$ cat config.mk
export PLATFORM = sky130hd
export DESIGN_NAME = peripheral_interrupt_flag_bank
export DESIGN_NICKNAME = d
export VERILOG_FILES = /design/src/design/irq_flag_pkg.sv /design/src/design/peripheral_interrupt_flag_bank.sv
export SDC_FILE = /design/constraint.sdc
export NUM_CORES = 1
export LEC_CHECK = 0
export BUFFER_PORTS_ARGS = -buffer_cell sky130_fd_sc_hd__clkbuf_2
export CAP_MARGIN = 30
export CORE_MARGIN = 4
export CORE_UTILIZATION = 53
export CTS_CLUSTER_SIZE = 30
export DETAILED_ROUTE_END_ITERATION = 8
export MAX_ROUTING_LAYER = met4
export PLACE_DENSITY = 0.91
export SYNTH_ARGS = -nofsm -noshare
export SYNTH_HDL_FRONTEND = slang
export SYNTH_SLANG_ARGS = --single-unit
$ cat constraint.sdc
create_clock -name clk_sys -period 3.2 [get_ports clk_sys]
set_clock_uncertainty 0.2 [all_clocks]
set_input_delay 0.64 -clock clk_sys [delete_from_list [all_inputs] [get_ports clk_sys]]
set_output_delay 0.64 -clock clk_sys [all_outputs]
set_load 0.05 [all_outputs]
$ cat src/design/irq_flag_pkg.sv
package irq_flag_pkg;

    // Register byte addresses (one aligned word each)
    localparam logic [7:0] ADDR_FLAGS5   = 8'h00;
    localparam logic [7:0] ADDR_FLAGS6   = 8'h04;
    localparam logic [7:0] ADDR_FLAGS7   = 8'h08;
    localparam logic [7:0] ADDR_ENABLE5  = 8'h0c;
    localparam logic [7:0] ADDR_ENABLE6  = 8'h10;
    localparam logic [7:0] ADDR_ENABLE7  = 8'h14;
    localparam logic [7:0] ADDR_CONTROL  = 8'h18;
    localparam logic [7:0] ADDR_MODE     = 8'h1c;

    // Implemented-bit masks of the three flag registers
    localparam logic [7:0] MASK_FLAGS5   = 8'hf1;
    localparam logic [7:0] MASK_FLAGS6   = 8'h03;
    localparam logic [7:0] MASK_FLAGS7   = 8'h31;
    // Control: bit 7 global enable, bit 6 peripheral enable, bit 0 edge
    localparam logic [7:0] MASK_CONTROL  = 8'hc1;
    localparam int         BIT_GLOBAL    = 7;
    localparam int         BIT_PERIPH    = 6;
    localparam logic [7:0] RESET_BYTE    = 8'h00;

    // Flag positions
    localparam int         BIT_CELL_LO   = 4;
    localparam int         BIT_GATE      = 0;
    localparam int         BIT_UNIT_ONE  = 0;
    localparam int         BIT_UNIT_TWO  = 1;
    localparam int         BIT_NVM       = 5;
    localparam int         BIT_ROLLOVER  = 4;
    localparam int         BIT_SHUTDOWN  = 0;

    localparam logic [1:0] HTRANS_NONSEQ = 2'h2;
    localparam logic [2:0] HSIZE_WORD    = 3'h2;

    // Capture unit operating mode
    typedef enum logic [1:0] {
        MODE_OFF,
        MODE_CAPTURE,
        MODE_COMPARE,
        MODE_PWM
    } unit_mode_type;

    // Event pulses from the peripherals
    typedef struct packed {
        logic [3:0] logicCell;
        logic       gateInactive;
        logic [1:0] captureEvent;
        logic [1:0] compareMatch;
        logic [1:0] pwmTrailing;
        logic       memoryOpDone;
        logic       oscRollover;
        logic       waveShutdown;
    } event_type;

    // AHB-Lite slave inputs
    typedef struct packed {
        logic        hsel;
        logic [7:0]  haddr;
        logic [1:0]  htrans;
        logic        hwrite;
        logic [2:0]  hsize;
        logic        hready;
        logic [31:0] hwdata;
    } ahb_req_type;

endpackage

$ cat src/design/peripheral_interrupt_flag_bank.sv
`timescale 1ns/1ps
module peripheral_interrupt_flag_bank (
    input  wire logic                       clk_sys,
    input  wire logic                       rst,
    input  wire irq_flag_pkg::event_type    events,
    input  wire irq_flag_pkg::ahb_req_type  ahbReq,
    output logic [31:0]                     hrdata,
    output logic                            hreadyout,
    output logic                            hresp,
    output logic                            periphIrq,
    output logic                            edgeSelect,
    output logic [1:0]                      unitOneMode,
    output logic [1:0]                      unitTwoMode
);
    import irq_flag_pkg::*;

    logic [7:0]  flags5_r, flags6_r, flags7_r;
    logic [7:0]  flags5_nxt, flags6_nxt, flags7_nxt;
    logic [7:0]  enable5_r, enable6_r, enable7_r, control_r, mode_r;
    logic [7:0]  enable5_nxt, enable6_nxt, enable7_nxt;
    logic [7:0]  control_nxt, mode_nxt;
    logic        wrPend_r, wrPend_nxt;
    logic [7:0]  wrAddr_r, wrAddr_nxt;
    logic [31:0] rdata_nxt;
    logic        irq_nxt;
    logic        addrPhase;
    logic [7:0]  set5, set6, set7, wbyte;
    unit_mode_type modeOne, modeTwo;

    // Only NONSEQ transfers take effect, writes only when whole-word; slave is zero-wait
    assign addrPhase = ahbReq.hsel && ahbReq.hready
                       && ahbReq.htrans == HTRANS_NONSEQ;
    assign wbyte     = ahbReq.hwdata[7:0];
    assign modeOne   = unit_mode_type'(mode_r[1:0]);
    assign modeTwo   = unit_mode_type'(mode_r[3:2]);

    // Hardware set vectors built per flag position
    always_comb begin
        set5 = RESET_BYTE;
        set6 = RESET_BYTE;
        set7 = RESET_BYTE;
        set5[BIT_CELL_LO +: 4] = events.logicCell;
        set5[BIT_GATE] = events.gateInactive;
        set6[BIT_UNIT_ONE] =
            (modeOne == MODE_CAPTURE && events.captureEvent[0])
            || (modeOne == MODE_COMPARE && events.compareMatch[0])
            || (modeOne == MODE_PWM && events.pwmTrailing[0]);
        set6[BIT_UNIT_TWO] =
            (modeTwo == MODE_CAPTURE && events.captureEvent[1])
            || (modeTwo == MODE_COMPARE && events.compareMatch[1])
            || (modeTwo == MODE_PWM && events.pwmTrailing[1]);
        set7[BIT_NVM] = events.memoryOpDone;
        set7[BIT_ROLLOVER] = events.oscRollover;
        set7[BIT_SHUTDOWN] = events.waveShutdown;
    end

    // Register file next state; writes land in the data phase
    always_comb begin
        flags5_nxt  = flags5_r;
        flags6_nxt  = flags6_r;
        flags7_nxt  = flags7_r;
        enable5_nxt = enable5_r;
        enable6_nxt = enable6_r;
        enable7_nxt = enable7_r;
        control_nxt = control_r;
        mode_nxt    = mode_r;
        wrPend_nxt  = addrPhase && ahbReq.hwrite
                      && ahbReq.hsize == HSIZE_WORD;
        wrAddr_nxt  = ahbReq.haddr;
        if (wrPend_r) begin
            case (wrAddr_r)
                ADDR_FLAGS5:  flags5_nxt  = wbyte & MASK_FLAGS5;
                ADDR_FLAGS6:  flags6_nxt  = wbyte & MASK_FLAGS6;
                ADDR_FLAGS7:  flags7_nxt  = wbyte & MASK_FLAGS7;
                ADDR_ENABLE5: enable5_nxt = wbyte & MASK_FLAGS5;
                ADDR_ENABLE6: enable6_nxt = wbyte & MASK_FLAGS6;
                ADDR_ENABLE7: enable7_nxt = wbyte & MASK_FLAGS7;
                ADDR_CONTROL: control_nxt = wbyte & MASK_CONTROL;
                ADDR_MODE:    mode_nxt    = wbyte;
                default:      mode_nxt    = mode_r;
            endcase
        end
        // Set applied after the write so a same-cycle event is kept
        flags5_nxt = flags5_nxt | set5;
        flags6_nxt = flags6_nxt | set6;
        flags7_nxt = flags7_nxt | set7;
    end

    // Read data and request output, both registered
    always_comb begin
        rdata_nxt = '0;
        if (addrPhase && !ahbReq.hwrite) begin
            case (ahbReq.haddr)
                ADDR_FLAGS5:  rdata_nxt[7:0] = flags5_nxt;
                ADDR_FLAGS6:  rdata_nxt[7:0] = flags6_nxt;
                ADDR_FLAGS7:  rdata_nxt[7:0] = flags7_nxt;
                ADDR_ENABLE5: rdata_nxt[7:0] = enable5_nxt;
                ADDR_ENABLE6: rdata_nxt[7:0] = enable6_nxt;
                ADDR_ENABLE7: rdata_nxt[7:0] = enable7_nxt;
                ADDR_CONTROL: rdata_nxt[7:0] = control_nxt;
                ADDR_MODE:    rdata_nxt[7:0] = mode_nxt;
                default:      rdata_nxt      = '0;
            endcase
        end
        irq_nxt = control_nxt[BIT_GLOBAL] && control_nxt[BIT_PERIPH]
                  && |{flags5_nxt & enable5_nxt,
                       flags6_nxt & enable6_nxt,
                       flags7_nxt & enable7_nxt};
    end

    // All state clears on reset; flags start at zero
    always_ff @(posedge clk_sys or posedge rst) begin
        if (rst) begin
            flags5_r  <= RESET_BYTE;
            flags6_r  <= RESET_BYTE;
            flags7_r  <= RESET_BYTE;
            enable5_r <= RESET_BYTE;
            enable6_r <= RESET_BYTE;
            enable7_r <= RESET_BYTE;
            control_r <= RESET_BYTE;
            mode_r    <= RESET_BYTE;
            wrPend_r  <= 1'b0;
            wrAddr_r  <= RESET_BYTE;
            hrdata    <= '0;
            periphIrq <= 1'b0;
        end else begin
            flags5_r  <= flags5_nxt;
            flags6_r  <= flags6_nxt;
            flags7_r  <= flags7_nxt;
            enable5_r <= enable5_nxt;
            enable6_r <= enable6_nxt;
            enable7_r <= enable7_nxt;
            control_r <= control_nxt;
            mode_r    <= mode_nxt;
            wrPend_r  <= wrPend_nxt;
            wrAddr_r  <= wrAddr_nxt;
            hrdata    <= rdata_nxt;
            periphIrq <= irq_nxt;
        end
    end

    // Zero-wait OKAY slave; config pins straight from registers
    always_ff @(posedge clk_sys or posedge rst) begin
        if (rst) begin
            hreadyout   <= 1'b1;
            hresp       <= 1'b0;
            edgeSelect  <= 1'b0;
            unitOneMode <= 2'h0;
            unitTwoMode <= 2'h0;
        end else begin
            hreadyout   <= 1'b1;
            hresp       <= 1'b0;
            edgeSelect  <= control_nxt[0];
            unitOneMode <= mode_nxt[1:0];
            unitTwoMode <= mode_nxt[3:2];
        end
    end

    // Checks
    a_cell_flag_set: assert property (@(posedge clk_sys) disable iff (rst)
        events.logicCell[0] |=> flags5_r[BIT_CELL_LO])
        else $error("cell flag not set");
    a_gate_flag_set: assert property (@(posedge clk_sys) disable iff (rst)
        events.gateInactive |=> flags5_r[BIT_GATE])
        else $error("gate flag not set");
    a_capture_sets: assert property (@(posedge clk_sys) disable iff (rst)
        modeOne == MODE_CAPTURE && events.captureEvent[0]
        |=> flags6_r[BIT_UNIT_ONE])
        else $error("capture flag not set");
    a_compare_sets: assert property (@(posedge clk_sys) disable iff (rst)
        modeTwo == MODE_COMPARE && events.compareMatch[1]
        |=> flags6_r[BIT_UNIT_TWO])
        else $error("compare flag not set");
    a_pwm_sets: assert property (@(posedge clk_sys) disable iff (rst)
        modeOne == MODE_PWM && events.pwmTrailing[0]
        |=> flags6_r[BIT_UNIT_ONE])
        else $error("pwm flag not set");
    a_memory_sets: assert property (@(posedge clk_sys) disable iff (rst)
        events.memoryOpDone |=> flags7_r[BIT_NVM])
        else $error("memory flag not set");
    a_rollover_sets: assert property (@(posedge clk_sys) disable iff (rst)
        events.oscRollover |=> flags7_r[BIT_ROLLOVER])
        else $error("rollover flag not set");
    a_shutdown_sticky: assert property (@(posedge clk_sys) disable iff (rst)
        flags7_r[BIT_SHUTDOWN] && !wrPend_r |=> flags7_r[BIT_SHUTDOWN])
        else $error("shutdown flag dropped");
    a_unused_zero: assert property (@(posedge clk_sys) disable iff (rst)
        (flags5_r & ~MASK_FLAGS5) == 0 && (flags6_r & ~MASK_FLAGS6) == 0
        && (flags7_r & ~MASK_FLAGS7) == 0)
        else $error("unimplemented bit set");
    a_set_beats_clr: assert property (@(posedge clk_sys) disable iff (rst)
        wrPend_r && wrAddr_r == ADDR_FLAGS7 && events.oscRollover
        |=> flags7_r[BIT_ROLLOVER])
        else $error("set lost to clear");
    a_irq_gating: assert property (@(posedge clk_sys) disable iff (rst)
        !control_r[BIT_GLOBAL] |-> !periphIrq)
        else $error("irq without global enable");
    a_flags_cleared: assert property (@(posedge clk_sys)
        $fell(rst) |-> flags5_r == 0 && flags6_r == 0 && flags7_r == 0)
        else $error("flags not reset");

    a_unit_off_quiet: assert property (@(posedge clk_sys) disable iff (rst)
        modeOne == MODE_OFF && modeTwo == MODE_OFF && !wrPend_r
        |=> flags6_r == $past(flags6_r))
        else $error("unit flag set while off");
    a_irq_follows: assert property (@(posedge clk_sys) disable iff (rst)
        control_r[BIT_GLOBAL] && control_r[BIT_PERIPH]
        && (flags7_r & enable7_r) != 0 |-> periphIrq)
        else $error("irq missing with enables set");

    c_irq_raised: cover property (@(posedge clk_sys) disable iff (rst)
        $rose(periphIrq));
    c_set_vs_clear: cover property (@(posedge clk_sys) disable iff (rst)
        wrPend_r && wrAddr_r == ADDR_FLAGS5 && |set5);
    c_pwm_event: cover property (@(posedge clk_sys) disable iff (rst)
        modeTwo == MODE_PWM && events.pwmTrailing[1]);
endmodule

* Word level (Yosys, flattened, before mapping)
Index checks and enable logic that the tools add are counted.
W data, S select, Z words.
** Cells by class
- Mux-type cells :: 18
- Equality and inequality tests :: 22
- Reduce and logical (&&, ||, !) cells :: 21
- Bitwise logic cells :: 6
** Operators with widths (count)
- $mux W8 :: 17
- $eq A8 B5 Y1 const B :: 8
- $pmux W8 S8 :: 1
- $eq A8 B4 Y1 const B :: 4
- $and A8 B8 Y8 :: 3
- $reduce_or A24 Y1 :: 1
- $eq A8 B3 Y1 const B :: 2
- $logic_not A8 Y1 :: 2
- $logic_and A1 B1 Y1 :: 13
- $eq A2 B2 Y1 const B :: 5
- $or A8 B2 Y8 :: 1
- $or A8 B6 Y8 :: 1
- $or A8 B8 Y8 :: 1
- $eq A2 B1 Y1 const B :: 2
- $logic_or A1 B1 Y1 :: 4
- $eq A3 B2 Y1 const B :: 1
- $logic_not A1 Y1 :: 1
** Storage, ports and cells
- Input bits :: 64
- Register bits after elaboration :: 87
- Output and inout bits :: 40
- Word-level logic and storage cells :: 82

* Logic depth before layout (Yosys ltp)
Gate-level depths: netlist of run 1.
- Depth after elaboration :: 8
- Mapped depth :: 8
- Mapped depth without buffers :: 6

* Worst setup path before layout of run 1
Ideal clock, no wire load.
- Path type :: input-to-reg
- Start point :: input ahbReq[40] (netlist bit)
- End point :: register hrdata[5]
- Path slack :: 0.751 ns
- Library setup time :: 0.082 ns
- Required time :: 2.918 ns
- Data arrival time :: 2.167 ns
- Stages on the path :: 6
- Buffers on the path :: 0
- Cells stage by stage :: or4_1 -> or4_4 -> nor2_4 -> a22o_1 -> a211oi_1 -> a31oi_1
** Between the ends
- Longest elaborated chain between the ends :: 3
- Elaborated cells on any way between the ends :: 10
- Classes of those cells :: 7 x eq/ne; 2 x mux; 1 x reduce/logical
** RTL lines
- start: declaration :: line peripheral_interrupt_flag_bank.sv:6 : input wire irq_flag_pkg::ahb_req_type ahbReq,
- $eq A8 B5 Y1, or another cell as far along :: line peripheral_interrupt_flag_bank.sv:93 : case (ahbReq.haddr)
- $pmux W8 S8 * :: line peripheral_interrupt_flag_bank.sv:93
- $mux W8 * :: line peripheral_interrupt_flag_bank.sv:92 : if (addrPhase && !ahbReq.hwrite) begin
- via rdata_nxt[5] :: line peripheral_interrupt_flag_bank.sv:24 : logic [31:0] rdata_nxt;
- end signal: assignment :: line peripheral_interrupt_flag_bank.sv:137 : hrdata <= rdata_nxt;
- end: declaration :: line peripheral_interrupt_flag_bank.sv:7 : output logic [31:0] hrdata,
The timed path passes the listed nets; every way through them passes the cells marked *.

* Worst setup path in the final report of run 1
- Start point :: register wrAddr_r[1]
- End point :: register hrdata[6]
** Between the ends
- Longest elaborated chain between the ends :: 6
- Elaborated cells on any way between the ends :: 29
- Classes of those cells :: 7 x eq/ne; 18 x mux; 3 x bitwise; 1 x reduce/logical
** RTL lines
- start: declaration :: line peripheral_interrupt_flag_bank.sv:23 : logic [7:0] wrAddr_r, wrAddr_nxt;
- start signal: assignment :: line peripheral_interrupt_flag_bank.sv:136 : wrAddr_r <= wrAddr_nxt;
- $eq A8 B4 Y1, or another cell as far along :: line peripheral_interrupt_flag_bank.sv:71 : case (wrAddr_r)
- $mux W8 :: line peripheral_interrupt_flag_bank.sv:71
- $mux W8 :: line peripheral_interrupt_flag_bank.sv:70 : if (wrPend_r) begin
- $or A8 B6 Y8, or another cell as far along :: line peripheral_interrupt_flag_bank.sv:86 : flags7_nxt = flags7_nxt | set7;
- $pmux W8 S8 * :: line peripheral_interrupt_flag_bank.sv:93
- $mux W8 * :: line peripheral_interrupt_flag_bank.sv:92
- via rdata_nxt[6] :: line peripheral_interrupt_flag_bank.sv:24
Marks and branches as above.

==> reports/metrics.cfg, run 1 <==
[placement]
placed_cells=501
gp_congestion=0.985
dpl_cell_area_um2=4350
io_buffers=53
pre_cts_ws_ns=0.370
dpl.hpwl_mm=7.60

[timing]
fin_setup_tns_ns=0
final_max_slew_viol_count=0
layout_min_cycle_time_ns=2.87
tightest_slew_ns=0.658
period_share=0.898
clock.fmax_ghz=0.348
setup_viol=0
rsz0062_at_grt=false
hold_viol_final=0
hold_ws_ns=0.142
slew_headroom=0.561
finalWorstSetupSlack_ns=0.328

[synth]
synth-seq-area-share=0.507
synth_edf_count=0
syn_area_um2=4050
ys_warn_count=0
ys_types=62
synth_top_area_frac=0.507
synthTopCellsByCount=82 x dfrtp_1, 32 x buf_4, 27 x and2_1, 20 x nand2_1, 17 x mux2_2
synth.area.top_cells=dfrtp_1 51%, buf_4 5.9%, mux2_2 4.7%
synth.most_common_cell=dfrtp_1
async_reset_ff_frac=1.00
avgSynthCellArea_um2=11.5
ys_ff_latch=82
synth_ff_type=dfrtp_1
yosysTopAreaCell=dfrtp_1
netlist_instances=353

[power]
internal_power_mw=1.40
p_comb_frac=0.097
seqPwrFrac=0.551
p_leak_nw=2.14
p_switching_uw=536
powerDensity_nw_per_um2=427
peakVddDrop_uv=190
swShare=0.277
power_mw=1.94
pwr-share-clk=0.352

[floorplanning]
fp.dieH_um=95.4
fp.dieArea_um2=9090
rows=31
ioPinCount=104
initial_core_util=0.552
core_area_um2=7330
fp.dieW_um=95.4

[clock_tree]
cts_hold_buf=0
postCtsSetupBuffers=0
cts_tree=yes
cts-buffers-inserted=9
clock_latency_ns=0.35
clk_path_buf_depth=2
cts_htree_levels=3
clock_sinks=82
cts_repair_resize_count=0
clk_pin_slew_ns=0.08
root_buffer=clkbuf_8

[routing]
wl_per_cell_um=19.8
drc=0
routed_wl_mm=10.2
first_iter_violations=340
via_per_inst=6.05
vias=3126
drt_first_pass_iters=5
ant_nets=0

[layout]
fin_nets=477
fillers=574
finish.instance_area_um2=4530
multi_input_area_um2=1750
ff_latch_area_um2=2050
final_cells=517
finalCoreUtilization=0.618
drive_gt1_frac=0.280
antenna_cells=0
synthToLayoutAreaGrowth_pct=12.0

[grt]
grt_usage=0.245
grt_pass1_wl_mm=16.0
grt-ovfl-total=0
grt_max_degree=45
antenna_found_initial=0
grt_pass1_vias=3072

[critical_path]
cp.depth=7
crit_family=simple AND/OR/NAND/NOR gates
reg2reg_depth=7
cp.arrival_ns=2.90
critical_path.slowest_cell=nor4_4
crit_required_ns=3.23
reg2reg_to=hrdata[6]
r2r_start=wrAddr_r[1]
path_class=reg -> reg
crit_path_start_kind=flop
crit_fanout=11
crit_buf_inv=1
crit_path_end=hrdata[6]
r2r_slack_ns=0.33
critPathMaxStageDelay_ns=0.61
end_kind=flop
worstSetupStartpoint=wrAddr_r[1]
path_cells=nor4_4 > nand3_2 > nor4bb_1 > buf_4 > a22o_1 > a221oi_1 > a31oi_1

[status]
status=completed

[run]
drv_cap=0

[hold_path]
hold_path_class=in -> async

## power groups by stage
stage          sequential, mW  clock, mW  combinational (mW)
6_report                 1.07      0.682               0.187
5_1_grt                  1.07      0.739               0.203
4_1_cts                  1.07      0.685               0.188
3_5_place_dp             1.09          0               0.187
3_3_place_gp             1.09          0               0.182
2_1_floorplan            1.09          0               0.159
## layout make-up
| cell class | count | share of cell area |
|---|---|---|
| inverters | 14 | 0.0119 |
| well taps | 99 | 0.0273 |
| clock inverters | 5 | 0.00828 |
| flip-flops and latches | 82 | 0.453 |
| clock buffers | 11 | 0.0312 |
| repair buffers | 66 | 0.0828 |
| multi-input cells | 240 | 0.386 |
## logic make-up after synthesis
family | Yosys count | synth area share
compound gates | 74 | 0.146
mux | 23 | 0.0646
flops | 82 | 0.507
other cells | 2 | 0.00186
buf+inv | 55 | 0.0832
simple gates | 117 | 0.197
## flip-flops by register name, summed over array words and instances, names as in the netlist
| register | cells |
|---|---|
| control_r | 8 |
| enable5_r | 8 |
| enable6_r | 8 |
| enable7_r | 8 |
| flags5_r | 8 |
| flags6_r | 8 |
| flags7_r | 8 |
| hrdata | 8 |
| wrAddr_r | 8 |
| mode_r | 6 |
| periphIrq | 1 |
| unitOneMode | 1 |
| unitTwoMode | 1 |
| wrPend_r | 1 |
## routing by layer
layer	track usage	vias up	routed length, µm
met5	-	-	0
met4	0.0925	0	281
met3	0.0663	30	988
met2	0.378	202	4930
met1	0.309	1521	4050
li1	-	1373	-
## cell usage in the layout (no fill, tap or decap), types with 10 or more instances in the layout
cell type / count
inv_1: 13
and3_1: 10
dfrtp_1: 82
nand2_1: 20
mux2_2: 17
nor2b_1: 12
conb_1: 26
clkbuf_2: 53
and2_1: 27
a221oi_1: 10
clkbuf_8: 10
buf_4: 12
## how the worst min path moves through the flow
stage,to,slack [ns]
2_1_floorplan,control_r[1],0.24
3_3_place_gp,control_r[5],0.26
3_5_place_dp,control_r[3],0.27
4_1_cts,enable7_r[4],0.16
5_1_grt,flags5_r[4],0.19
6_report,enable7_r[4],0.14
(Power assumes the default switching activity.)
==> run 2, diff against run 1 <==
--- a/config.mk
+++ b/config.mk
@@ -5,8 +5,9 @@
 export SDC_FILE = /design/constraint.sdc
 export NUM_CORES = 1
 export LEC_CHECK = 0
+export ABC_AREA = 1
 export BUFFER_PORTS_ARGS = -buffer_cell sky130_fd_sc_hd__clkbuf_2
-export CAP_MARGIN = 30
+export CAP_MARGIN = 20
 export CORE_MARGIN = 4
 export CORE_UTILIZATION = 53
 export CTS_CLUSTER_SIZE = 30
==> reports/metrics.cfg, run 2 <==
[layout]
multi_input_area_um2=1450  ; -17%
fillers=571  ; -0.52%
antenna_cells=0  ; unchanged
fin_nets=598  ; +25%
drive_gt1_frac=0.164  ; -0.116
layout_commonest_cell=nand2_1
ff_latch_area_um2=2050  ; unchanged
mostFrequentLayoutCells=160 x nand2_1, 82 x dfrtp_1, 56 x inv_1
synthToLayoutAreaGrowth_pct=11.8
finish.instance_area_um2=4330  ; -4.4%

[clock_tree]
postCtsSetupBuffers=0  ; unchanged
clock_sinks=82  ; unchanged
cts_hold_buf=0  ; unchanged
cts_tree=yes
root_buffer=clkbuf_8
clk_path_buf_depth=2  ; unchanged
clk_pin_slew_ns=0.08  ; about the same
cts_htree_levels=3  ; unchanged
clock_latency_ns=0.35  ; about the same
cts_repair_resize_count=0  ; unchanged
cts-buffers-inserted=9  ; unchanged

[grt]
grt_pass1_vias=3323  ; +8.2%
grt_pass1_wl_mm=15.6  ; -2.3%
antenna_found_initial=0  ; unchanged
grt_usage=0.242  ; -0.00326
grt_max_degree=55  ; +22%
grt-ovfl-total=0  ; unchanged

[timing]
fin_setup_tns_ns=0  ; unchanged
setup_viol=0  ; unchanged
rsz0062_at_grt=false
layout_min_cycle_time_ns=2.26  ; -0.612 ns
clock.fmax_ghz=0.443  ; +27%
period_share=0.706  ; -0.191
final_max_slew_viol_count=0  ; unchanged
tightest_slew_ns=0.704  ; +0.0456 ns
hold_ws_ns=0.0797  ; -0.0618 ns
slew_headroom=0.529  ; -0.0316
hold_viol_final=0  ; unchanged

[floorplanning]
core_area_um2=6940  ; -5.3%
fp.dieArea_um2=8740  ; -3.9%
rows=30  ; -3.2%
fp.dieH_um=93.5  ; -2.0%
initial_core_util=0.558  ; +0.00586
fp.dieW_um=93.5  ; -2.0%
ioPinCount=104  ; unchanged

[placement]
gp_congestion=0.944  ; -4.2%
io_buffers=53  ; unchanged
dpl.hpwl_mm=7.16  ; -5.8%
dpl_cell_area_um2=4140  ; -4.8%

[synth]
syn_area_um2=3870  ; -4.3%
synth.most_common_cell=nand2_1
synth_top_area_frac=0.530  ; +0.0226
synth_ff_type=dfrtp_1
ys_types=30  ; -52%
async_reset_ff_frac=1.00  ; unchanged
synth.area.top_cells=dfrtp_1 53%, nand2_1 16%, buf_4 5.8%
avgSynthCellArea_um2=8.17  ; -29%
synth-seq-area-share=0.530  ; +0.0226
yosysTopAreaCell=dfrtp_1
ys_warn_count=0  ; unchanged
ys_ff_latch=82  ; unchanged
netlist_instances=474  ; +34%
synth_edf_count=0  ; unchanged
synthTopCellsByCount=160 x nand2_1, 82 x dfrtp_1, 57 x inv_1, 52 x nor2_1, 30 x buf_4

[critical_path]
reg2reg_to=hrdata[2]
path_class=in -> reg
crit_required_ns=3.27  ; +0.04 ns
worstSetupStartpoint=ahbReq[46]
cp.arrival_ns=2.33  ; -0.57 ns
r2r_start=wrAddr_r[6]
crit_fanout=8  ; -3
r2r_slack_ns=0.98  ; +0.65 ns
crit_path_start_kind=primary input
reg2reg_depth=9  ; +2
end_kind=flop

[power]
p_leak_nw=2.42  ; +13%
powerDensity_nw_per_um2=446  ; +4.5%
peakVddDrop_uv=225  ; +19%

[routing]
first_iter_violations=286  ; -16%
vias=3238  ; +3.6%
ant_nets=0  ; unchanged
drc=0  ; unchanged
routed_wl_mm=9.58  ; -6.6%
wl_per_cell_um=15.1  ; -24%
drt_first_pass_iters=7  ; +2
via_per_inst=5.11  ; -16%

[status]
status=completed

[run]
drv_cap=0  ; unchanged

[hold_path]
hold_path_class=in -> async

run 2: cell count changes in the layout (fill, tap and decap cells not counted), moves of 10 or more:
cell and delta:
a221oi_1 -10, and2_1 -27, and3_1 -10, inv_1 +43
mux2_2 -16, nand2_1 +140, nand3_1 +10, nand4_1 +10
nor2_1 +44, nor2b_1 -12
run 2: through the flow:
stage	cells	total power, mW	setup slack [ns]	util
global route	634	2.00	0.750	0.623
global placement	619	1.22	0.720	0.597
floorplan	498	1.20	0.252	-
CTS	634	1.93	0.985	0.623
finish	634	1.93	0.940	0.623
detailed placement	619	1.22	0.626	0.597
run 2: how the worst max path moves through the flow:
stage                        end  slack, ns  cells past startpoint
global placement       hrdata[7]       0.72                      9
finish                 hrdata[3]       0.94                      9
detailed placement     hrdata[3]       0.63                      9
CTS                    hrdata[2]       0.98                      9
global route           periphIrq       0.75                     12
floorplan           control_r[0]       0.25                      1
run 2: power by group:
group,internal (mW),switching (mW)
clock network,0.376,0.355
logic,0.0298,0.126
registers,1.04,0.00433
total,1.45,0.485
run 2: cell families (layout without fill, tap and decap cells):
| group | Yosys count | after routing | share of synthesized area |
|---|---|---|---|
| mux | 1 | 1 | 0.00291 |
| simple gates | 262 | 262 | 0.288 |
| buf+inv | 90 | 130 | 0.120 |
| other cells | 2 | 26 | 0.00194 |
| compound gates | 37 | 37 | 0.0575 |
| flops | 82 | 82 | 0.530 |
run 2: routing by layer:
layer / share of wire / routed length [µm] / track usage / up-vias
met5: 0 / 0 / - / -
met2: 0.48 / 4620 / 0.384 / 176
li1: - / - / - / 1531
met3: 0.091 / 872 / 0.0531 / 37
met1: 0.39 / 3720 / 0.289 / 1494
met4: 0.038 / 367 / 0.127 / 0
run 2: layout make-up:
class	count	share of cell area
Clock buffer	12	0.0335
Clock inverter	3	0.00925
Inverter	58	0.0506
Multi-Input combinational cell	326	0.334
Sequential cell	82	0.474
Tap cell	96	0.0277
Timing Repair Buffer	57	0.0711
run 2: critical path: stages:
cell      delay [ns]
clkbuf_2        0.09
or2_1           0.22
nor2_1          0.18
nand2_1         0.16
nor2_1          0.53
nand2_1         0.12
nand4_1         0.18
a21oi_1         0.06
a21oi_1         0.15
